## src/core/suspend_params.svh

```systemverilog
// Constants for the flash suspend and resume control
`ifndef SUSPEND_PARAMS_SVH
`define SUSPEND_PARAMS_SVH
`define CLK_PERIOD_NS 100
`define OP_ERASE_SUSPEND 8'h75
`define OP_ERASE_RESUME 8'h7A
`define OP_PROG_SUSPEND 8'h85
`define OP_PROG_RESUME 8'h8A
`define OP_READ_STATUS 8'h05
`define OP_PROG 8'h02
`define OP_ERASE 8'hD8
`define OP_READ 8'h03
`define OP_READ_PARAM 8'h5A
`define SUSPEND_PARAM_WORD 32'h4418_83EC
`define SUSPEND_LAT_NS 40000
`define SUSPEND_LAT_CYC (`SUSPEND_LAT_NS / `CLK_PERIOD_NS)
`define RESUME_GAP_NS 128000
`define RESUME_GAP_CYC ((`RESUME_GAP_NS + `CLK_PERIOD_NS - 1) / `CLK_PERIOD_NS)
`define SUSPEND_WORK_CYC 16
`define WIP_BIT 0
`endif

```

## src/core/suspend_pkg.sv

```systemverilog
// Types shared by both ends of the suspend control link
package suspend_pkg;
  typedef logic [7:0] opcode_type;
  typedef logic [23:0] addr_type;
  typedef enum logic [2:0]
  {
    ST_IDLE = 3'b000,
    ST_ERASE = 3'b001,
    ST_PROG = 3'b010,
    ST_ERASE_SUSP = 3'b011,
    ST_PROG_SUSP = 3'b100
  } flash_state_type;
endpackage

```

## src/core/suspend_if.sv

```systemverilog
// Instruction link between host controller and flash device
`timescale 1ns/10ps
interface suspend_if (input wire logic clock);
  import suspend_pkg::*;
  logic cmdValid;
  opcode_type cmdOpcode;
  addr_type cmdAddr;
  logic rspValid;
  logic [31:0] rspData;
  modport device (input clock, cmdValid, cmdOpcode, cmdAddr, output rspValid, rspData);
  modport host (input clock, rspValid, rspData, output cmdValid, cmdOpcode, cmdAddr);
endinterface

```

## src/core/flash_suspend_device.sv

```systemverilog
// Flash device end: program, erase, suspend and resume sequencing
// Summary of operation
// (RULE1) Erase suspend takes effect within 40 us
// (RULE2) Host waits 128 us before re-suspending erase
// (RULE3) Program suspend takes effect within 40 us
// (RULE4) Host waits 128 us before re-suspending program
// (RULE5) No new erase during erase suspend
// (RULE6) No program to erase-suspended sector
// (RULE7) No read from erase-suspended sector
// (RULE8) No erase during program suspend
// (RULE9) No program during program suspend
// (RULE10) Erase suspend instruction is 75h
// (RULE11) Erase resume instruction is 7Ah
// (RULE12) Program suspend instruction is 85h
// (RULE13) Program resume instruction is 8Ah
// (RULE14) Suspend parameter word reads 44_18_83_EC
// (RULE15) Status read 05h shows busy in bit 0
// (RULE16) Ignore suspend or resume without matching state
// (RULE17) Resume sets busy until done or suspended
`timescale 1ns/10ps
`include "suspend_params.svh"
module flash_suspend_device
#(
  parameter int ERASE_CYC = 20000,
  parameter int PROG_CYC = 5000
)
(
  suspend_if.device link,
  input wire logic rst_n,
  output suspend_pkg::flash_state_type state,
  output logic busy
);
  import suspend_pkg::*;
  flash_state_type state_r;
  logic [31:0] eraseCnt_r;
  logic [31:0] progCnt_r;
  logic eraseHeld_r;
  logic [15:0] suspCnt_r;
  logic suspPend_r;
  logic rspValid_r;
  logic [31:0] rspData_r;
  // Operation and suspend sequencing
  always_ff @(posedge link.clock)
  begin
    if (!rst_n)
    begin
      state_r <= ST_IDLE;
      eraseCnt_r <= 32'h0000_0000;
      progCnt_r <= 32'h0000_0000;
      eraseHeld_r <= 1'b0;
      suspCnt_r <= 16'h0000;
      suspPend_r <= 1'b0;
    end
    else
    begin
      if (suspPend_r)
      begin
        // Suspend completes after a fixed short wind-down, well inside the limit
        if (suspCnt_r >= 16'(`SUSPEND_WORK_CYC))
        begin
          suspPend_r <= 1'b0; // RULE1 RULE3
          state_r <= (state_r == ST_ERASE) ? ST_ERASE_SUSP : ST_PROG_SUSP;
        end
        else
          suspCnt_r <= suspCnt_r + 16'h0001;
      end
      else if (state_r == ST_ERASE)
      begin
        if (eraseCnt_r + 32'h0000_0001 >= 32'(ERASE_CYC))
          state_r <= ST_IDLE;
        else
          eraseCnt_r <= eraseCnt_r + 32'h0000_0001;
      end
      else if (state_r == ST_PROG)
      begin
        if (progCnt_r + 32'h0000_0001 >= 32'(PROG_CYC))
        begin
          // A program made inside an erase suspend hands back to the held erase
          state_r <= eraseHeld_r ? ST_ERASE_SUSP : ST_IDLE;
          eraseHeld_r <= 1'b0;
        end
        else
          progCnt_r <= progCnt_r + 32'h0000_0001;
      end
      if (link.cmdValid)
      begin
        case (link.cmdOpcode)
          `OP_ERASE_SUSPEND:
            if (state_r == ST_ERASE && !suspPend_r) // RULE10 RULE16
            begin
              suspPend_r <= 1'b1;
              suspCnt_r <= 16'h0000;
            end
          `OP_PROG_SUSPEND:
            if (state_r == ST_PROG && !suspPend_r) // RULE12 RULE16
            begin
              suspPend_r <= 1'b1;
              suspCnt_r <= 16'h0000;
            end
          `OP_ERASE_RESUME:
            if (state_r == ST_ERASE_SUSP)
              state_r <= ST_ERASE; // RULE11 RULE16 RULE17
          `OP_PROG_RESUME:
            if (state_r == ST_PROG_SUSP)
              state_r <= ST_PROG; // RULE13 RULE16 RULE17
          `OP_ERASE:
            if (state_r == ST_IDLE)
            begin
              state_r <= ST_ERASE;
              eraseCnt_r <= 32'h0000_0000;
            end
          `OP_PROG:
            if (state_r == ST_IDLE || state_r == ST_ERASE_SUSP)
            begin
              state_r <= ST_PROG;
              progCnt_r <= 32'h0000_0000;
              eraseHeld_r <= (state_r == ST_ERASE_SUSP);
            end
          default:
            ;
        endcase
      end
    end
  end
  // Read answers: status and parameter word
  always_ff @(posedge link.clock)
  begin
    if (!rst_n)
    begin
      rspValid_r <= 1'b0;
      rspData_r <= 32'h0000_0000;
    end
    else
    begin
      rspValid_r <= 1'b0;
      if (link.cmdValid && link.cmdOpcode == `OP_READ_STATUS)
      begin
        rspValid_r <= 1'b1;
        rspData_r <= 32'h0000_0000;
        rspData_r[`WIP_BIT] <= busy; // RULE15
      end
      else if (link.cmdValid && link.cmdOpcode == `OP_READ_PARAM)
      begin
        rspValid_r <= 1'b1;
        rspData_r <= `SUSPEND_PARAM_WORD; // RULE14
      end
    end
  end
  assign busy = (state_r == ST_ERASE) || (state_r == ST_PROG); // RULE17
  assign state = state_r;
  assign link.rspValid = rspValid_r;
  assign link.rspData = rspData_r;
endmodule // flash_suspend_device

```

## src/flat_wrapper.sv

```systemverilog
// flat-port wrapper written by rule: the top's interface ports become plain ports
module flash_suspend_device_flat import suspend_pkg::*;
#(
  parameter int ERASE_CYC = 20000,
  parameter int PROG_CYC = 5000
)
  (rst_n, state, busy, clock, link_cmdValid, link_cmdOpcode, link_cmdAddr, link_rspValid, link_rspData);
  suspend_if link_i (.clock(clock));
  input wire logic rst_n;
  output suspend_pkg::flash_state_type state;
  output logic busy;
  input wire logic clock;
  input wire logic [$bits(link_i.cmdValid)-1:0] link_cmdValid;
  input wire logic [$bits(link_i.cmdOpcode)-1:0] link_cmdOpcode;
  input wire logic [$bits(link_i.cmdAddr)-1:0] link_cmdAddr;
  output wire logic [$bits(link_i.rspValid)-1:0] link_rspValid;
  output wire logic [$bits(link_i.rspData)-1:0] link_rspData;
  assign link_i.cmdValid = link_cmdValid;
  assign link_i.cmdOpcode = link_cmdOpcode;
  assign link_i.cmdAddr = link_cmdAddr;
  assign link_rspValid = link_i.rspValid;
  assign link_rspData = link_i.rspData;
  flash_suspend_device #(.ERASE_CYC(ERASE_CYC), .PROG_CYC(PROG_CYC)) u_core (.link(link_i), .rst_n(rst_n), .state(state), .busy(busy));
endmodule
```

## config.mk

```make
export PLATFORM = sky130hd
export DESIGN_NAME = flash_suspend_device_flat
export DESIGN_NICKNAME = d
export VERILOG_FILES = /design/src/core/suspend_pkg.sv /design/src/core/suspend_if.sv /design/src/core/flash_suspend_device.sv /design/src/flat_wrapper.sv
export VERILOG_INCLUDE_DIRS = /design/src /design/src/core
export SDC_FILE = /design/constraint.sdc
export NUM_CORES = 1
export LEC_CHECK = 0
export BUFFER_PORTS_ARGS = -buffer_cell sky130_fd_sc_hd__buf_4
export CAP_MARGIN = 20
export CORE_MARGIN = 2
export CORE_UTILIZATION = 24
export DETAILED_ROUTE_END_ITERATION = 8
export SLEW_MARGIN = 20
export SYNTH_ARGS = -nofsm -noshare
export SYNTH_HDL_FRONTEND = slang
export SYNTH_SLANG_ARGS = --single-unit
```

## constraint.sdc

```tcl
create_clock -name clock -period 3.4 [get_ports clock]
set_clock_uncertainty 0.1 [all_clocks]
set_input_delay 0.34 -clock clock [delete_from_list [all_inputs] [get_ports clock]]
set_output_delay 0.34 -clock clock [all_outputs]
set_load 0.05 [all_outputs]
```

==> results.md, run 1 <==
Placement:
- The number of I/O port buffers is 28.
- Routability-driven placement finished with a final weighted congestion of 0.823.
- After legalization and detailed placement, the total HPWL measured 8.91 mm.

Clock tree:
- The total clock sinks is 88.
- Counting the buffers created by CTS gives 9.
- For this design, the CTS-stage hold fixing added 0 buffers.
- The clock reaches the later pin of the worst-skew pair after 0.35 ns.
- In this run the number of H-tree levels came out at 3.
- The number of buffers on the longest clock path is 2.
- The buffer cell driving the clock tree root is clkbuf_16.
- TritonCTS built the clock tree.
- After clock tree synthesis, the clock-pin slew on the worst setup and hold paths is 0.07 ns.

Floorplan:
- The effective utilization at floorplan is 24.5%.
- Row generation in the floorplan step produced 54 rows.
- The number of top-level design ports is 72.
- The die width is 153 um.
- The die height is 153 um.
- The core outline area is 21800 sq um.
- The die covers 23500 sq um.

Setup path:
- The startpoint-to-endpoint class of the critical path is register to register.
- The worst endpoint required time is 3.58 ns.
- The highest-delay cell along the critical path is or4_4.
- The signal on the critical path passes through nand4_1 > or4_4 > mux2_4 > o22ai_1 > nand4_1 > or4_4 > or4_1 > a21oi_1.
- The number of cells traversed by the worst register-to-register path is 8.
- STA puts the critical path data arrival time at 3.45 ns.
- In this run the critical register-to-register path is launched from u_core.progCnt_r[11].
- The startpoint class of the critical path is a register.
- Together, buffers and inverters on the worst path number 0.
- The endpoint of the worst-slack reg-to-reg timing path is u_core.progCnt_r[6].
- The maximum single-stage delay on the critical path is 0.56 ns.
- The cell family contributing the most delay on the critical path is simple AND/OR/NAND/NOR gates.
- For flop-to-flop paths, the worst setup slack is 0.13 ns.
- The category of the worst setup path capture point is a register.
- The highest net fanout along the worst path is 20.

Yosys:
- In this run the biggest area consumer among cell types represents 33.0% of the synthesized area.
- The post-synthesis instance total is 661.
- During synthesis, Yosys emitted a total of 0 warnings.
- The number of register bits inferred by synthesis is 88.
- Of the synthesized area, sequential elements account for 33.0%.
- The number of library cell types mapped by synthesis is 71.
- The synthesized area is 5340 sq um.
- Each instance of the synthesized netlist takes up on average 8.08 sq um.
- In this run, synthesis inferred 0 flip-flops with an integrated enable.
- The most area-hungry cell type in the Yosys netlist is dfxtp_1.
- Among all flip-flop cells after synthesis, the most frequent one is dfxtp_1.
- The proportion of register bits with asynchronous set or reset after synthesis is 0%.
- Yosys instantiated no cell more often than dfxtp_1.
- In the post-synthesis netlist, the biggest area contributors are dfxtp_1 33%, nand2_1 5.1%, and2_1 4.5%.
- By count the netlist is led by 88 x dfxtp_1, 72 x nand2_1, 38 x and2_1.

Global route:
- The all-layer global routing usage is 10.6%.
- For this run the aggregate overflow at the end of global routing stands at 0.
- Entering global routing, the biggest net connects 31 pins.
- The number of global-route vias before repair is 4173.
- The number of antenna violations at the first check in global routing is 0.
- The first-pass GRT wire length is 20.9 mm.

Detailed routing:
- In the routed design, unresolved DRC markers number 0.
- The wire length after detailed routing is 12.3 mm.
- In the final routed layout, each cell accounts on average for 12.6 um.
- Across all layers, the routed design uses 4746 vias.
- The detailed router finished its first iteration with 260 violations.
- The remaining antenna violation count is 0.
- Before antenna repair, the detailed router went through 5 iterations.
- Dividing the detail-routed via count by the number of cells gives 4.85.

Timing:
- In the final timing run, aggregate negative setup slack is 0 ns.
- The share of the cycle needed by the critical path after routing is 96.1%.
- Setup repair after global routing left no endpoint under its margin.
- On the final layout, the worst hold slack is 0.211 ns.
- Headroom to the max-slew limit came out at 33.6%.
- The max-slew violation count is 0.
- The smallest clock period supported by the final layout is computed as 3.27 ns.
- The hold violation count in the final report came to 0.
- The pin slew with the least headroom to its limit is 0.993 ns.
- The final count of negative-setup-slack endpoints is 0.
- The upper clock frequency limit is 306 MHz.

Pwr:
- Dividing total power by cell area gives a power density of 368 nW/um^2.
- The reported leakage power is 2.48 nW.
- The total power is 2.30 mW.
- The worst ir drop on vdd is 193 uV.

Hold path:
- The min-delay analysis places its worst path in the category input port to register.
- The hold path depth is 3.
- The worst hold path terminates at u_core.link.rspData[2].
- The worst hold path startpoint is rst_n.

Outcome:
- The run finished with clean final reports.

Layout:
- The proportion of layout cells with a drive suffix above 1 is 15.3%.
- The number of diodes added for antenna fixing is 0.
- The final-layout fill cell count is 2318.
- At the end of the flow, the number of nets in the layout was 732.
- From synthesis to final layout, the design area changed by 17.0%.

Run:
- The tool flagged a number of max-cap violations equal to 0.
## metrics by stage
| step | setup slack [ns] | utilization [%] | cell area (sq um) | instances |
|---|---|---|---|---|
| after floorplan | 0.160 | - | 5410 | 679 |
| after global placement | 0.158 | 26.9 | 5880 | 962 |
| after detailed placement | 0.135 | 26.9 | 5880 | 962 |
| after CTS | 0.110 | 28.6 | 6230 | 978 |
| after global routing | 0.000353 | 28.6 | 6250 | 978 |
| final | 0.132 | 28.6 | 6250 | 978 |
## worst register-to-register path: stages (launching register included)
cell and delay, ns:
dfxtp_1 0.48, nand4_1 0.23, or4_4 0.55, mux2_4 0.31, o22ai_1 0.14, nand4_1 0.13
or4_4 0.56, or4_1 0.54, a21oi_1 0.16
## registers in the layout, indices dropped and copies added (netlist names)
name                  cells
u_core.suspCnt_r         16
u_core.link.rspData       2
u_core.eraseCnt_r        32
u_core.suspPend_r         1
u_core.progCnt_r         32
u_core.state              3
u_core.link.rspValid      1
u_core.eraseHeld_r        1
## routing by layer
metal	part of all wire, %	global-route usage, %	routed length, um	up-vias
met5	0	0	0	-
met4	0.90	2.51	111	0
met3	5.0	3.01	613	14
met2	46	16.5	5620	90
met1	48	14.5	5970	2195
li1	-	-	-	2447
## cells by family (layout without fill, tap and decap cells)
| group | Yosys count | in the layout | share of synthesized area [%] |
|---|---|---|---|
| adder cells (fa/ha/maj) | 4 | 4 | 0.937 |
| flip-flops | 88 | 88 | 33.0 |
| AND/OR/NAND/NOR | 363 | 363 | 39.6 |
| XOR/XNOR | 15 | 15 | 2.46 |
| AO/OA/AOI/OAI | 93 | 93 | 11.9 |
| other | 1 | 19 | 0.0702 |
| buffers and inverters | 74 | 93 | 7.66 |
| multiplexers | 23 | 23 | 4.45 |
## where the power goes
part	switching [mW]	internal [mW]
clock	0.442	0.728
combinational	0.0795	0.0185
sequential	0.000114	1.03
## cell type report
| type | count | area, sq um | area share (%) |
|---|---|---|---|
| repair buffers | 64 | 480 | 7.69 |
| multi-input cells | 517 | 3250 | 52.1 |
| well taps | 280 | 350 | 5.61 |
| clock buffers | 9 | 225 | 3.61 |
| flip-flops and latches | 88 | 1760 | 28.2 |
| inverters | 13 | 48.8 | 0.781 |
| clock inverters | 7 | 126 | 2.02 |
## layout by cell type, fill, tap and decap left out, drive strengths merged, types with 4 or more instances in the layout
cell and instances:
nand2b 21, mux2i 20, ha 4, nor2 37
a31o 4, o21ai 12, and4 14, conb 19
nand3 33, nand4 25, nor3b 4, o211ai 7
a31oi 8, buf 64, or3 11, and3 30
and2 38, o21a 4, nor3 26, dfxtp 88
xor2 5, o31ai 8, o22ai 4, xnor2 10
a21oi 21, inv 16, or4 15, clkbuf 9
nand2 72, nor4 16
## worst max-delay path by stage
stage,from,to,depth (start not counted)
after floorplan,u_core.progCnt_r[0],u_core.progCnt_r[12],10
after global placement,u_core.progCnt_r[0],u_core.progCnt_r[23],12
after detailed placement,u_core.progCnt_r[11],u_core.progCnt_r[6],8
after CTS,u_core.progCnt_r[11],u_core.progCnt_r[6],8
after global routing,u_core.progCnt_r[11],u_core.progCnt_r[6],8
final,u_core.progCnt_r[11],u_core.progCnt_r[6],8
## timing repair
item | CTS | global route
endpoints found under the setup margin | 0 | 31
resized for setup | 0 | 6
setup buffers | 0 | 0
(Power assumes the default switching activity.)
==> inputs of run 2 (changes only) <==
- clock period: 3.4 -> 4 ns (I/O delays scaled with it)
==> results.md, run 2 (synthesis results as in run 1) <==
Global route:
- The maximum number of pins on one net before global-route repair was 31 (unchanged).
- The overflow left after global routing is 0 (unchanged).
- The number of antenna violations at the first check in global routing is 0 (unchanged).
- The first-pass GRT wire length is 20.2 mm (-2.9%).
- The number of global-route vias before repair was 4059 (-2.7%).
- The all-layer global routing usage is 10.3% (-0.25 points).

Setup path:
- The highest net fanout along the worst path is 24 (+20%).
- The startpoint-to-endpoint class of the critical path is register to register.
- The worst setup path is launched from a register.
- The worst endpoint required time is 4.17 ns (+0.59 ns).
- The minimum setup slack among reg-to-reg paths came to 0.40 ns (+0.27 ns).
- The data arrival time of the critical path came to 3.77 ns (+0.32 ns).
- STA classifies the critical path endpoint as a register.

Clock tree:
- The TritonCTS clock tree is built.
- The number of buffers on the longest clock path was 2 (unchanged).
- The post-cts sizing count is 0 (unchanged).
- CTS placed an instance of clkbuf_16 at the clock tree root.
- The total clock buffers created by CTS is 9 (unchanged).
- The number of levels in the clock H-tree is 3 (unchanged).
- The insertion delay to the later sink of the worst-skew pair is 0.35 ns (about the same).
- The number of buffers inserted for hold repair after clock tree synthesis is 0 (unchanged).
- The number of buffers added for setup after CTS is 0 (unchanged).
- The total clock sinks is 88 (unchanged).
- The clock-pin transition on the worst setup and hold timing paths is 0.06 ns (about the same).

Floorplan:
- The die height is 153 um (unchanged).
- The die area is 23500 sq um (unchanged).
- The effective utilization at floorplan is 24.5% (unchanged).
- The core outline area was 21800 sq um (unchanged).
- The count of standard-cell rows is 54 (unchanged).
- The number of top-level design ports is 72 (unchanged).
- The die width is 153 um (unchanged).

Layout:
- In the final layout, the registers with the most flip-flops are u_core.eraseCnt_r: 32 flops, u_core.progCnt_r: 32 flops, u_core.suspCnt_r: 16 flops.
- In the layout the commonest cells are 88 x dfxtp_1, 72 x nand2_1, 38 x and2_1.
- The number of nets in the layout is 705 (-3.7%).
- Compared with the post-synthesis result, the final layout area differs by 12.4%.
- The most common cell after layout, fill and taps aside is dfxtp_1.
- The proportion of layout cells with a drive suffix above 1 was 10.9% (-4.5 points).
- The final design utilization is 27.5% (-1.1 points).
- The number of diodes added for antenna fixing was 0 (unchanged).

Placement:
- The number of I/O port buffers is 28 (unchanged).
- The estimated wirelength of the detail-placed design is 8.50 mm (-4.7%).
- The final weighted congestion in routability-driven placement is 0.796 (-3.3%).
- The worst slack after detailed placement is 0.436 ns (+0.301 ns).

Detailed routing:
- The number of DRC violations after detailed routing was 0 (unchanged).
- The remaining antenna violation count came to 0 (unchanged).
- The iteration count of the initial detailed-routing pass was 5 (unchanged).
- The via count was 4574 (-3.6%).
- The wire length after detailed routing was 11.9 mm (-3.7%).
- The violation count after the first detailed-route iteration is 200 (-23%).
- The routed wire length per instance is 12.5 um (-0.97%).
- The via density per instance is 4.81 (-0.89%).

Pwr:
- The net switching power is 0.425 mW (-19%).
- The combinational fraction of design power is 4.4% (about the same).
- The power per cell area was 314 nW/um^2 (-15%).
- The internal power of the cells is 1.46 mW (-18%).
- The worst ir drop on vdd is 159 uV (-18%).
- The relative contribution of the clock network to total power is 49.1% (-1.8 points).
- The switching share of total power came to 22.6% (-0.14 points).
- The part of the total power dissipated in sequential elements is 46.5% (+1.7 points).
- The reported leakage power is 2.33 nW (-6.1%).

Timing:
- The pin slew with the least headroom to its limit is 0.976 ns (-0.0167 ns).
- The upper clock frequency limit is 278 MHz (-9.2%).
- Setup repair after global routing left no endpoint under its margin.
- The worst-case headroom to the max-slew limit is 34.7% (+1.1 points).
- The hold violation count in the final report came to 0 (unchanged).
- The share of the cycle needed by the critical path after routing is 89.9% (-6.2 points).
- The aggregate negative setup slack is 0 ns (unchanged).
- The least setup slack across all paths after layout is 0.403 ns (+0.271 ns).
- The max-slew violation count is 0 (unchanged).
- The final count of negative-setup-slack endpoints is 0 (unchanged).
- The minimum period implied by the final worst setup slack is 3.60 ns (+0.329 ns).

Outcome:
- The run finished with clean final reports.

Hold path:
- The class of the worst hold path is input port to register.

Run:
- The number of max-capacitance violations reported was 0 (unchanged).
==> run 2: layout make-up <==
type / instances / area (sq um)
clock buffer: 12 / 246
clock inverter: 4 / 76.3
fill: 2339 / 15800
inverter: 13 / 48.8
multi-input combinational: 517 / 3240
sequential: 88 / 1760
tap: 280 / 350
timing repair buffer: 37 / 278
==> run 2: power groups by stage <==
stage | Sequential, mW | Clock, mW | Combinational [mW]
after floorplan | 0.896 | 0 | 0.0776
after global placement | 0.896 | 0 | 0.0822
after detailed placement | 0.896 | 0 | 0.0830
after CTS | 0.876 | 0.948 | 0.0831
after global routing | 0.875 | 0.983 | 0.0893
final | 0.876 | 0.924 | 0.0827
==> run 2: per-stage QoR <==
stage,hold slack (ns),instance area (sq um),instances,power [mW]
2_1_floorplan,0.338,5410,679,0.974
3_3_place_gp,0.362,5680,935,0.978
3_5_place_dp,0.368,5680,935,0.979
4_1_cts,0.261,6000,951,1.91
5_1_grt,0.288,6000,951,1.95
6_report,0.274,6000,951,1.88
==> run 2: layer usage <==
metal / wire length, um / up-vias / track usage [%]
li1: - / 2388 / -
met1: 6090 / 2092 / 14.0
met2: 5220 / 83 / 16.2
met3: 442 / 11 / 2.92
met4: 102 / 0 / 2.34
met5: 0 / - / 0
==> run 2: path summary, 6_finish.rpt <==
path,end,start,cells after the start
worst max register to register,u_core.progCnt_r[6],u_core.progCnt_r[0],9
worst min-delay path,u_core.link.rspData[2],rst_n,3
worst max-delay path,u_core.progCnt_r[6],u_core.progCnt_r[0],9
worst min register to register,u_core.suspCnt_r[7],u_core.suspCnt_r[7],1
==> run 2: worst max-delay path, cell delays in order (launching register included) <==
cell and delay (ns):
dfxtp_1 0.42, ha_1 0.32, nand4_2 0.20, or4_4 0.60, mux2_4 0.31, o22ai_1 0.14
nand4_1 0.14, or4_4 0.58, or4_1 0.54, a21oi_1 0.16
